[config.mk]
export PLATFORM = sky130hd
export DESIGN_NAME = haptic_status_regs
export DESIGN_NICKNAME = d
export VERILOG_FILES = /design/src/logic/haptic_status_pkg.sv /design/src/logic/haptic_status_regs.sv
export SDC_FILE = /design/constraint.sdc
export NUM_CORES = 1
export LEC_CHECK = 0
export BUFFER_PORTS_ARGS = -buffer_cell sky130_fd_sc_hd__buf_2
export CORE_MARGIN = 2
export CORE_UTILIZATION = 45
export DETAILED_ROUTE_END_ITERATION = 16
export GPL_TIMING_DRIVEN = 1
export PLACE_DENSITY = 0.72
export SKIP_LAST_GASP = 1
export SYNTH_ARGS = -nofsm -noshare
export SYNTH_HDL_FRONTEND = slang
export SYNTH_SLANG_ARGS = --single-unit
[constraint.sdc]
create_clock -name clk -period 1.2 [get_ports clk]
set_clock_uncertainty 0.05 [all_clocks]
set_input_delay 0 -clock clk [delete_from_list [all_inputs] [get_ports clk]]
set_output_delay 0 -clock clk [all_outputs]
set_load 0.1 [all_outputs]
[src/logic/haptic_status_pkg.sv]
// Purpose: constants for the haptic status and reporting register group
// Assumes: byte-wide register port, device clock at 200 MHz
// Notes:   offsets are the register addresses on the serial register interface
package haptic_status_pkg;
    localparam logic [7:0] ADDR_FLAGS     = 8'h01;
    localparam logic [7:0] ADDR_MASK      = 8'h02;
    localparam logic [7:0] ADDR_IMPEDANCE = 8'h03;
    localparam logic [7:0] ADDR_SUPPLY    = 8'h04;
    localparam logic [7:0] ADDR_PERIOD_HI = 8'h05;
    localparam logic [7:0] ADDR_PERIOD_LO = 8'h06;

    localparam int BIT_OVERCURRENT = 0;
    localparam int BIT_OVERTEMP    = 1;
    localparam int BIT_UNDERVOLT   = 2;
    localparam int BIT_DONE        = 3;
    localparam int BIT_FORMAT_ERR  = 4;
    localparam int BIT_DIAG_FAIL   = 7;
    localparam int MASK_WIDTH      = 5;
    localparam int PERIOD_WIDTH    = 10;

    localparam logic [4:0] MASK_RESET      = 5'h18;
    localparam logic [7:0] FLAGS_RESET     = 8'h00;
    localparam logic [7:0] IMPEDANCE_RESET = 8'h00;
    localparam logic [7:0] SUPPLY_RESET    = 8'h00;
    localparam logic [9:0] PERIOD_RESET    = 10'h000;

    // period report unit, nanoseconds per count
    localparam real PERIOD_UNIT_NS = 24390.0;
    localparam real CLOCK_PERIOD_NS = 5.0;
    localparam int  PERIOD_UNIT_CYCLES = int'(PERIOD_UNIT_NS / CLOCK_PERIOD_NS);
endpackage

[src/logic/haptic_status_regs.sv]
// Purpose: sticky status flags, interrupt mask, impedance, supply and period report
// Assumes: register port is a one-cycle read or write strobe with address, byte data
// Notes:   read data is registered and valid the cycle after the read strobe
module haptic_status_regs (
    // clock and reset
    input  wire logic       clk,
    input  wire logic       reset,
    // register port
    input  wire logic       regRead,
    input  wire logic       regWrite,
    input  wire logic [7:0] regAddr,
    input  wire logic [7:0] regWriteData,
    output logic      [7:0] regReadData,
    // event sources
    input  wire logic       processDone,
    input  wire logic       undervoltageEvent,
    input  wire logic       overtempEvent,
    input  wire logic       overcurrentEvent,
    input  wire logic       diagnosticFailEvent,
    input  wire logic       formatErrorEvent,
    // measurements
    input  wire logic       impedanceValid,
    input  wire logic [7:0] impedanceIn,
    input  wire logic       waveformPlaying,
    input  wire logic [7:0] supplyIn,
    input  wire logic [9:0] periodIn,
    // pin control
    input  wire logic       interruptMode,
    output logic            interruptPinOut,
    output logic            interruptPinOe
);
    logic [7:0] flags;
    logic [4:0] interruptSourceMask;
    logic [7:0] impedanceResult;
    logic [7:0] supplyReading;
    logic [9:0] periodReport;
    logic       periodLocked;
    logic [7:0] eventBits;
    logic [3:0] pending;
    logic       flagsRead;
    logic       next_interruptActive;

    assign eventBits = {diagnosticFailEvent, 2'b00, formatErrorEvent, processDone,
                        undervoltageEvent, overtempEvent, overcurrentEvent};
    assign flagsRead = regRead && (regAddr == haptic_status_pkg::ADDR_FLAGS);

    // sticky flags, set wins over read clear
    always_ff @(posedge clk) begin
        if (reset) begin
            flags <= haptic_status_pkg::FLAGS_RESET;
        end else if (flagsRead) begin
            flags <= eventBits;
        end else begin
            flags <= flags | eventBits;
        end
    end

    flag_set_a: assert property (@(posedge clk) disable iff (reset)
        overtempEvent |=> flags[haptic_status_pkg::BIT_OVERTEMP])
        else $error("overtemp flag not set");
    oc_set_a: assert property (@(posedge clk) disable iff (reset)
        overcurrentEvent |=> flags[haptic_status_pkg::BIT_OVERCURRENT])
        else $error("overcurrent flag not set");
    uv_set_a: assert property (@(posedge clk) disable iff (reset)
        undervoltageEvent |=> flags[haptic_status_pkg::BIT_UNDERVOLT])
        else $error("undervoltage flag not set");
    done_set_a: assert property (@(posedge clk) disable iff (reset)
        processDone |=> flags[haptic_status_pkg::BIT_DONE])
        else $error("completion flag not set");
    diag_set_a: assert property (@(posedge clk) disable iff (reset)
        diagnosticFailEvent |=> flags[haptic_status_pkg::BIT_DIAG_FAIL])
        else $error("diagnostic fail flag not set");
    format_set_a: assert property (@(posedge clk) disable iff (reset)
        formatErrorEvent |=> flags[haptic_status_pkg::BIT_FORMAT_ERR])
        else $error("format error flag not set");
    flag_hold_a: assert property (@(posedge clk) disable iff (reset)
        (flags[haptic_status_pkg::BIT_OVERCURRENT] && !flagsRead)
        |=> flags[haptic_status_pkg::BIT_OVERCURRENT])
        else $error("overcurrent flag lost without read");
    temp_hold_a: assert property (@(posedge clk) disable iff (reset)
        (flags[haptic_status_pkg::BIT_OVERTEMP] && !flagsRead)
        |=> flags[haptic_status_pkg::BIT_OVERTEMP])
        else $error("overtemp flag lost without read");
    uv_hold_a: assert property (@(posedge clk) disable iff (reset)
        (flags[haptic_status_pkg::BIT_UNDERVOLT] && !flagsRead)
        |=> flags[haptic_status_pkg::BIT_UNDERVOLT])
        else $error("undervoltage flag lost without read");
    done_hold_a: assert property (@(posedge clk) disable iff (reset)
        (flags[haptic_status_pkg::BIT_DONE] && !flagsRead)
        |=> flags[haptic_status_pkg::BIT_DONE])
        else $error("completion flag lost without read");
    diag_hold_a: assert property (@(posedge clk) disable iff (reset)
        (flags[haptic_status_pkg::BIT_DIAG_FAIL] && !flagsRead)
        |=> flags[haptic_status_pkg::BIT_DIAG_FAIL])
        else $error("diagnostic fail flag lost without read");
    format_hold_a: assert property (@(posedge clk) disable iff (reset)
        (flags[haptic_status_pkg::BIT_FORMAT_ERR] && !flagsRead)
        |=> flags[haptic_status_pkg::BIT_FORMAT_ERR])
        else $error("format error flag lost without read");
    read_clear_a: assert property (@(posedge clk) disable iff (reset)
        (flagsRead && !undervoltageEvent) |=> !flags[haptic_status_pkg::BIT_UNDERVOLT])
        else $error("undervoltage flag not cleared by read");
    oc_clear_a: assert property (@(posedge clk) disable iff (reset)
        (flagsRead && !overcurrentEvent) |=> !flags[haptic_status_pkg::BIT_OVERCURRENT])
        else $error("overcurrent flag not cleared by read");
    temp_clear_a: assert property (@(posedge clk) disable iff (reset)
        (flagsRead && !overtempEvent) |=> !flags[haptic_status_pkg::BIT_OVERTEMP])
        else $error("overtemp flag not cleared by read");
    done_clear_a: assert property (@(posedge clk) disable iff (reset)
        (flagsRead && !processDone) |=> !flags[haptic_status_pkg::BIT_DONE])
        else $error("completion flag not cleared by read");
    diag_clear_a: assert property (@(posedge clk) disable iff (reset)
        (flagsRead && !diagnosticFailEvent) |=> !flags[haptic_status_pkg::BIT_DIAG_FAIL])
        else $error("diagnostic fail flag not cleared by read");
    format_clear_a: assert property (@(posedge clk) disable iff (reset)
        (flagsRead && !formatErrorEvent) |=> !flags[haptic_status_pkg::BIT_FORMAT_ERR])
        else $error("format error flag not cleared by read");
    done_survive_a: assert property (@(posedge clk) disable iff (reset)
        (flagsRead && processDone) |=> flags[haptic_status_pkg::BIT_DONE])
        else $error("completion event lost on read");
    oc_quiet_a: assert property (@(posedge clk) disable iff (reset)
        (!flags[haptic_status_pkg::BIT_OVERCURRENT] && !overcurrentEvent)
        |=> !flags[haptic_status_pkg::BIT_OVERCURRENT])
        else $error("overcurrent flag set without event");
    temp_quiet_a: assert property (@(posedge clk) disable iff (reset)
        (!flags[haptic_status_pkg::BIT_OVERTEMP] && !overtempEvent)
        |=> !flags[haptic_status_pkg::BIT_OVERTEMP])
        else $error("overtemp flag set without event");
    uv_quiet_a: assert property (@(posedge clk) disable iff (reset)
        (!flags[haptic_status_pkg::BIT_UNDERVOLT] && !undervoltageEvent)
        |=> !flags[haptic_status_pkg::BIT_UNDERVOLT])
        else $error("undervoltage flag set without event");
    done_quiet_a: assert property (@(posedge clk) disable iff (reset)
        (!flags[haptic_status_pkg::BIT_DONE] && !processDone)
        |=> !flags[haptic_status_pkg::BIT_DONE])
        else $error("completion flag set without event");
    diag_quiet_a: assert property (@(posedge clk) disable iff (reset)
        (!flags[haptic_status_pkg::BIT_DIAG_FAIL] && !diagnosticFailEvent)
        |=> !flags[haptic_status_pkg::BIT_DIAG_FAIL])
        else $error("diagnostic fail flag set without event");
    format_quiet_a: assert property (@(posedge clk) disable iff (reset)
        (!flags[haptic_status_pkg::BIT_FORMAT_ERR] && !formatErrorEvent)
        |=> !flags[haptic_status_pkg::BIT_FORMAT_ERR])
        else $error("format error flag set without event");

    // mask register
    always_ff @(posedge clk) begin
        if (reset) begin
            interruptSourceMask <= haptic_status_pkg::MASK_RESET;
        end else if (regWrite && regAddr == haptic_status_pkg::ADDR_MASK) begin
            interruptSourceMask <= regWriteData[4:0];
        end
    end

    mask_write_a: assert property (@(posedge clk) disable iff (reset)
        (regWrite && regAddr == haptic_status_pkg::ADDR_MASK)
        |=> interruptSourceMask == $past(regWriteData[4:0]))
        else $error("mask write not stored");
    mask_keep_a: assert property (@(posedge clk) disable iff (reset)
        !(regWrite && regAddr == haptic_status_pkg::ADDR_MASK) |=> $stable(interruptSourceMask))
        else $error("mask changed without write");

    // impedance result
    always_ff @(posedge clk) begin
        if (reset) begin
            impedanceResult <= haptic_status_pkg::IMPEDANCE_RESET;
        end else if (impedanceValid) begin
            impedanceResult <= impedanceIn;
        end
    end

    impedance_a: assert property (@(posedge clk) disable iff (reset)
        impedanceValid |=> impedanceResult == $past(impedanceIn))
        else $error("impedance not captured");
    impedance_keep_a: assert property (@(posedge clk) disable iff (reset)
        !impedanceValid |=> $stable(impedanceResult))
        else $error("impedance changed without new result");

    // supply reading
    always_ff @(posedge clk) begin
        if (reset) begin
            supplyReading <= haptic_status_pkg::SUPPLY_RESET;
        end else if (waveformPlaying) begin
            supplyReading <= supplyIn;
        end
    end

    supply_hold_a: assert property (@(posedge clk) disable iff (reset)
        !waveformPlaying |=> $stable(supplyReading))
        else $error("supply reading changed while idle");
    supply_track_a: assert property (@(posedge clk) disable iff (reset)
        waveformPlaying |=> supplyReading == $past(supplyIn))
        else $error("supply reading not updated while playing");

    // period report with read lock
    always_ff @(posedge clk) begin
        if (reset) begin
            periodLocked <= 1'b0;
        end else if (regRead && regAddr == haptic_status_pkg::ADDR_PERIOD_HI) begin
            periodLocked <= 1'b1;
        end else if (!waveformPlaying ||
                     (regRead && regAddr == haptic_status_pkg::ADDR_PERIOD_LO)) begin
            periodLocked <= 1'b0;
        end
    end

    always_ff @(posedge clk) begin
        if (reset) begin
            periodReport <= haptic_status_pkg::PERIOD_RESET;
        end else if (waveformPlaying && !periodLocked &&
                     !(regRead && regAddr == haptic_status_pkg::ADDR_PERIOD_HI)) begin
            periodReport <= periodIn;
        end
    end

    period_lock_a: assert property (@(posedge clk) disable iff (reset)
        (regRead && regAddr == haptic_status_pkg::ADDR_PERIOD_HI) |=> $stable(periodReport))
        else $error("period changed after high byte read");
    lock_set_a: assert property (@(posedge clk) disable iff (reset)
        (regRead && regAddr == haptic_status_pkg::ADDR_PERIOD_HI) |=> periodLocked)
        else $error("period lock not taken");
    lock_release_a: assert property (@(posedge clk) disable iff (reset)
        (!waveformPlaying && !(regRead && regAddr == haptic_status_pkg::ADDR_PERIOD_HI))
        |=> !periodLocked)
        else $error("period lock kept after waveform end");
    locked_hold_a: assert property (@(posedge clk) disable iff (reset)
        periodLocked |=> $stable(periodReport))
        else $error("period changed while locked");
    period_track_a: assert property (@(posedge clk) disable iff (reset)
        (waveformPlaying && !periodLocked &&
         !(regRead && regAddr == haptic_status_pkg::ADDR_PERIOD_HI))
        |=> periodReport == $past(periodIn))
        else $error("period not tracked while unlocked");

    // read data
    always_ff @(posedge clk) begin
        if (reset) begin
            regReadData <= 8'h00;
        end else if (regRead) begin
            case (regAddr)
                haptic_status_pkg::ADDR_FLAGS:     regReadData <= flags;
                haptic_status_pkg::ADDR_MASK:      regReadData <= {3'b000, interruptSourceMask};
                haptic_status_pkg::ADDR_IMPEDANCE: regReadData <= impedanceResult;
                haptic_status_pkg::ADDR_SUPPLY:    regReadData <= supplyReading;
                haptic_status_pkg::ADDR_PERIOD_HI: regReadData <= {6'h00, periodReport[9:8]};
                haptic_status_pkg::ADDR_PERIOD_LO: regReadData <= periodReport[7:0];
                default:                           regReadData <= 8'h00;
            endcase
        end
    end

    read_value_a: assert property (@(posedge clk) disable iff (reset)
        flagsRead |=> regReadData == $past(flags))
        else $error("flag read returned wrong value");
    period_high_a: assert property (@(posedge clk) disable iff (reset)
        (regRead && regAddr == haptic_status_pkg::ADDR_PERIOD_HI) |=> regReadData[7:2] == 6'h00)
        else $error("reserved period bits not zero");
    mask_read_a: assert property (@(posedge clk) disable iff (reset)
        (regRead && regAddr == haptic_status_pkg::ADDR_MASK)
        |=> regReadData == {3'b000, $past(interruptSourceMask)})
        else $error("mask read returned wrong value");
    period_low_a: assert property (@(posedge clk) disable iff (reset)
        (regRead && regAddr == haptic_status_pkg::ADDR_PERIOD_LO)
        |=> regReadData == $past(periodReport[7:0]))
        else $error("low period read returned wrong value");
    read_hold_a: assert property (@(posedge clk) disable iff (reset)
        !regRead |=> $stable(regReadData))
        else $error("read data changed without read");
    supply_read_a: assert property (@(posedge clk) disable iff (reset)
        (regRead && regAddr == haptic_status_pkg::ADDR_SUPPLY)
        |=> regReadData == $past(supplyReading))
        else $error("supply read returned wrong value");
    impedance_read_a: assert property (@(posedge clk) disable iff (reset)
        (regRead && regAddr == haptic_status_pkg::ADDR_IMPEDANCE)
        |=> regReadData == $past(impedanceResult))
        else $error("impedance read returned wrong value");

    // interrupt pin, open drain: oe low means pulling low
    assign pending = flags[3:0] & ~interruptSourceMask[3:0];
    assign next_interruptActive = interruptMode && (|pending);

    always_ff @(posedge clk) begin
        if (reset) begin
            interruptPinOut <= 1'b1;
            interruptPinOe  <= 1'b1;
        end else begin
            interruptPinOut <= 1'b0;
            interruptPinOe  <= !next_interruptActive;
        end
    end

    irq_pin_a: assert property (@(posedge clk) disable iff (reset)
        (interruptMode && flags[0] && !interruptSourceMask[0]) |=> !interruptPinOe)
        else $error("interrupt pin not driven");
    irq_mode_a: assert property (@(posedge clk) disable iff (reset)
        !interruptMode |=> interruptPinOe)
        else $error("interrupt driven outside interrupt mode");
    irq_masked_a: assert property (@(posedge clk) disable iff (reset)
        (pending == 4'h0) |=> interruptPinOe)
        else $error("masked flag raised interrupt");
    pin_low_a: assert property (@(posedge clk) disable iff (reset)
        !$past(reset) |-> !interruptPinOut)
        else $error("interrupt pin level not low");
    irq_follow_a: assert property (@(posedge clk) disable iff (reset)
        next_interruptActive |=> !interruptPinOe)
        else $error("pending interrupt not driven");
    irq_uv_a: assert property (@(posedge clk) disable iff (reset)
        (interruptMode && flags[haptic_status_pkg::BIT_UNDERVOLT] && !interruptSourceMask[2])
        |=> !interruptPinOe)
        else $error("unmasked undervoltage not driven");
endmodule
==> flow_summary.toml <==
[yosys]
synth_edf_count = 0
ys.warnings.count = 0
syn_nets = 277
muxShareOfSynthArea = 0.1892
synth_top_area_share = 0.4613
yosysMostFrequentCell = "dfxtp_1"
synth_fa_ha_area_frac = 0
synth_top_family_by_area = "multiplexers"
async_flop_share = 0
synth_cell_types = 39
avgSynthCellArea_um2 = 9.384
yosysTopAreaCell = "dfxtp_1"
seq_area_frac_synth = 0.4613
synth_xor_area_frac = 0
synth-simple-area-share = 0.1850
netlist_instances = 222
syn_area_um2 = 2083
ys_ff_latch = 48
ys.flop_type = "dfxtp_1"
synth_compound_area_frac = 0.1195
yosys-top-cells-count = "dfxtp_1 (48), nor2_1 (40), mux2i_1 (36)"
synth.top_cells.by_area = "dfxtp_1 (46%), mux2i_1 (17%), nor2_1 (7.2%), a21oi_1 (1.9%), a22oi_1 (1.8%)"

[critical_path]
crit_type = "reg2reg"
start_kind = "flop"
path_buf_inv = 1
rr_startpoint = "periodLocked$_SDFFE_PP0P_"
max_stage_delay_ps = 330
worstPathRequired_ps = 1340
rr_endpoint = "periodReport[6]$_SDFFE_PP0P_"
cp_slowest_cell = "dfxtp_2"
rrSetupSlack_ps = -90
reg2reg_depth = 4
path_cells = "a311oi_2, buf_4, mux2i_1, nor2_1"
cp_max_fo = 4
cp-end-kind = "flop"
cp.arrival_ps = 1440
crit_family = "flip-flops"

[clock_tree]
clkSinkCount = 48
numCtsBuffers = 5
cts_buffer_depth = 2
clk_pin_slew_ps = 80
clk_latency_ps = 300
htree_levels = 2
cts_tree = "built"
cts_root_buffer = "clkbuf_8"

[route]
ant_nets = 0
drtPass1Iterations = 4
vias = 1989
wl_mm = 5.690
vias_per_cell = 5.035
wl_per_cell_um = 14.41
drtIter0Drc = 66
post-route-drc-count = 0

[status]
outcome = "finished, violations left"
violations = "negative setup slack"

[timing]
fmax_ghz = 0.7740
tightest_slew_ps = 488.3
final.setup.tns_ps = -380.9
slew_viol_final = 0
fin_hold_ws_ps = 65.43
period_needed_ps = 1292
fin_crit_sh = 1.077
setup_viol = 10
slew_headroom = 0.6767
rsz0062_at_grt = "yes"
hold_viol_final = 0
setup_slack_ps = -92.05

[power]
p_total_mw = 3.539
p_sw_mw = 0.8347
power.density_nw_per_um2 = 1124
p_sw_frac = 0.2358
p_leak_nw = 1.480
power_frac_seq = 0.482
p_clk_frac = 0.357
p_int_mw = 2.705
comb_power_share = 0.161
peakVddDrop_mv = 0.7390

[die]
core_um2 = 4414
die_area_um2 = 5190
io_pins = 65
die_h_um = 72.04
initial_utilization = 0.4719
num_rows = 24
fp.dieW_um = 72.04

[global_routing]
grtUsageTotal = 0.2274
grt_max_degree = 28
grt_overflow = 0
antenna_found_initial = 0
grt_pass1_wl_mm = 8.935
grt_pass1_vias = 1953

[place]
dp_cells = 346
place_ws_ps = -132.1
routabilityCongestion = 0.9000
dp_hpwl_mm = 3.901
io_buffers = 61
placed_cell_area_um2 = 2597

[finish]
fin_area_um2 = 3149
diodes = 0
drive_above_1_share = 0.3411
utilization = 0.7134
synthToLayoutAreaGrowth_pct = 51.17
fillers = 320
nNetsFinal = 397
multi_input_comb_area_um2 = 1049
regArea_um2 = 974.7
fin_cells = 395

[min_path]
whs_endpoint = "periodLocked$_SDFFE_PP0P_"
min_delay_path_depth = 4
hp-class = "in2reg"
min-delay-start = "regAddr[3]"

[job]
cap_violations = 0
state kept, by name, indices dropped and copies added (netlist names):
register             cells
flags                    6
impedanceResult          8
interruptPinOe           1
interruptPinOut          1
interruptSourceMask      5
periodLocked             1
periodReport            10
regReadData              8
supplyReading            8
area by class of cell:
class / count / area share
flip-flops and latches: 48 / 0.3095
well taps: 52 / 0.02066
inverters: 7 / 0.008343
multi-input cells: 152 / 0.3329
repair buffers: 128 / 0.2884
clock inverters: 1 / 0.009535
clock buffers: 7 / 0.03059
power groups by stage:
stage	logic, mW	clock network [mW]	registers, mW
after floorplan	0.233	0	1.76
after global placement	0.445	0	1.74
after detailed placement	0.453	0	1.74
after CTS	0.557	1.29	1.70
after global routing	0.616	1.35	1.71
final	0.569	1.26	1.71
layout by cell type (no fill, tap or decap), types with 8 or more instances in the layout:
| master | count |
|---|---|
| buf_2 | 61 |
| a21oi_1 | 8 |
| nor2_1 | 40 |
| dfxtp_2 | 11 |
| dlygate4sd3_1 | 40 |
| mux2i_1 | 36 |
| dfxtp_1 | 37 |
| buf_4 | 27 |
timing repair:
item	in CTS	in global routing
endpoints found under the hold margin	40	0
endpoints found under the setup margin	12	13
setup buffers	0	1
hold buffers	40	0
resized for setup	2	5
pin swaps	1	3
how the worst max path moves through the flow:
stage | startpoint | cells after the start | slack [ps] | end
after CTS | periodLocked$_SDFFE_PP0P_ | 4 | -40 | periodReport[2]$_SDFFE_PP0P_
after global routing | periodLocked$_SDFFE_PP0P_ | 4 | -120 | periodReport[6]$_SDFFE_PP0P_
after detailed placement | regAddr[2] | 6 | -130 | periodReport[2]$_SDFFE_PP0P_
after global placement | regAddr[0] | 6 | -130 | periodReport[2]$_SDFFE_PP0P_
final | periodLocked$_SDFFE_PP0P_ | 4 | -90 | periodReport[6]$_SDFFE_PP0P_
after floorplan | regAddr[5] | 3 | 30 | interruptSourceMask[3]$_SDFFE_PP1P_
worst reg2reg max path: stages (launching register included):
cell and delay (ps):
dfxtp_2 330, a311oi_2 270, buf_4 220, mux2i_1 260
nor2_1 60
cells by family (layout without fill, tap and decap cells):
logic type             after synthesis  after routing
muxes                               39             39
AOI/OAI and AO/OA                   37             37
buffers and inverters               22            143
and+or+nand+nor                     76             76
DFF                                 48             48
layer usage:
| layer | track usage | part of all wire | wire, um | vias to the layer above |
|---|---|---|---|---|
| li1 | - | - | - | 1019 |
| met1 | 0.2733 | 0.44 | 2517 | 914 |
| met4 | 0.06709 | 0.012 | 66 | 0 |
| met3 | 0.05000 | 0.041 | 231 | 6 |
| met5 | 0 | 0 | 0 | - |
| met2 | 0.4064 | 0.51 | 2874 | 50 |
No activity file was read; power rests on OpenSTA's default activity.
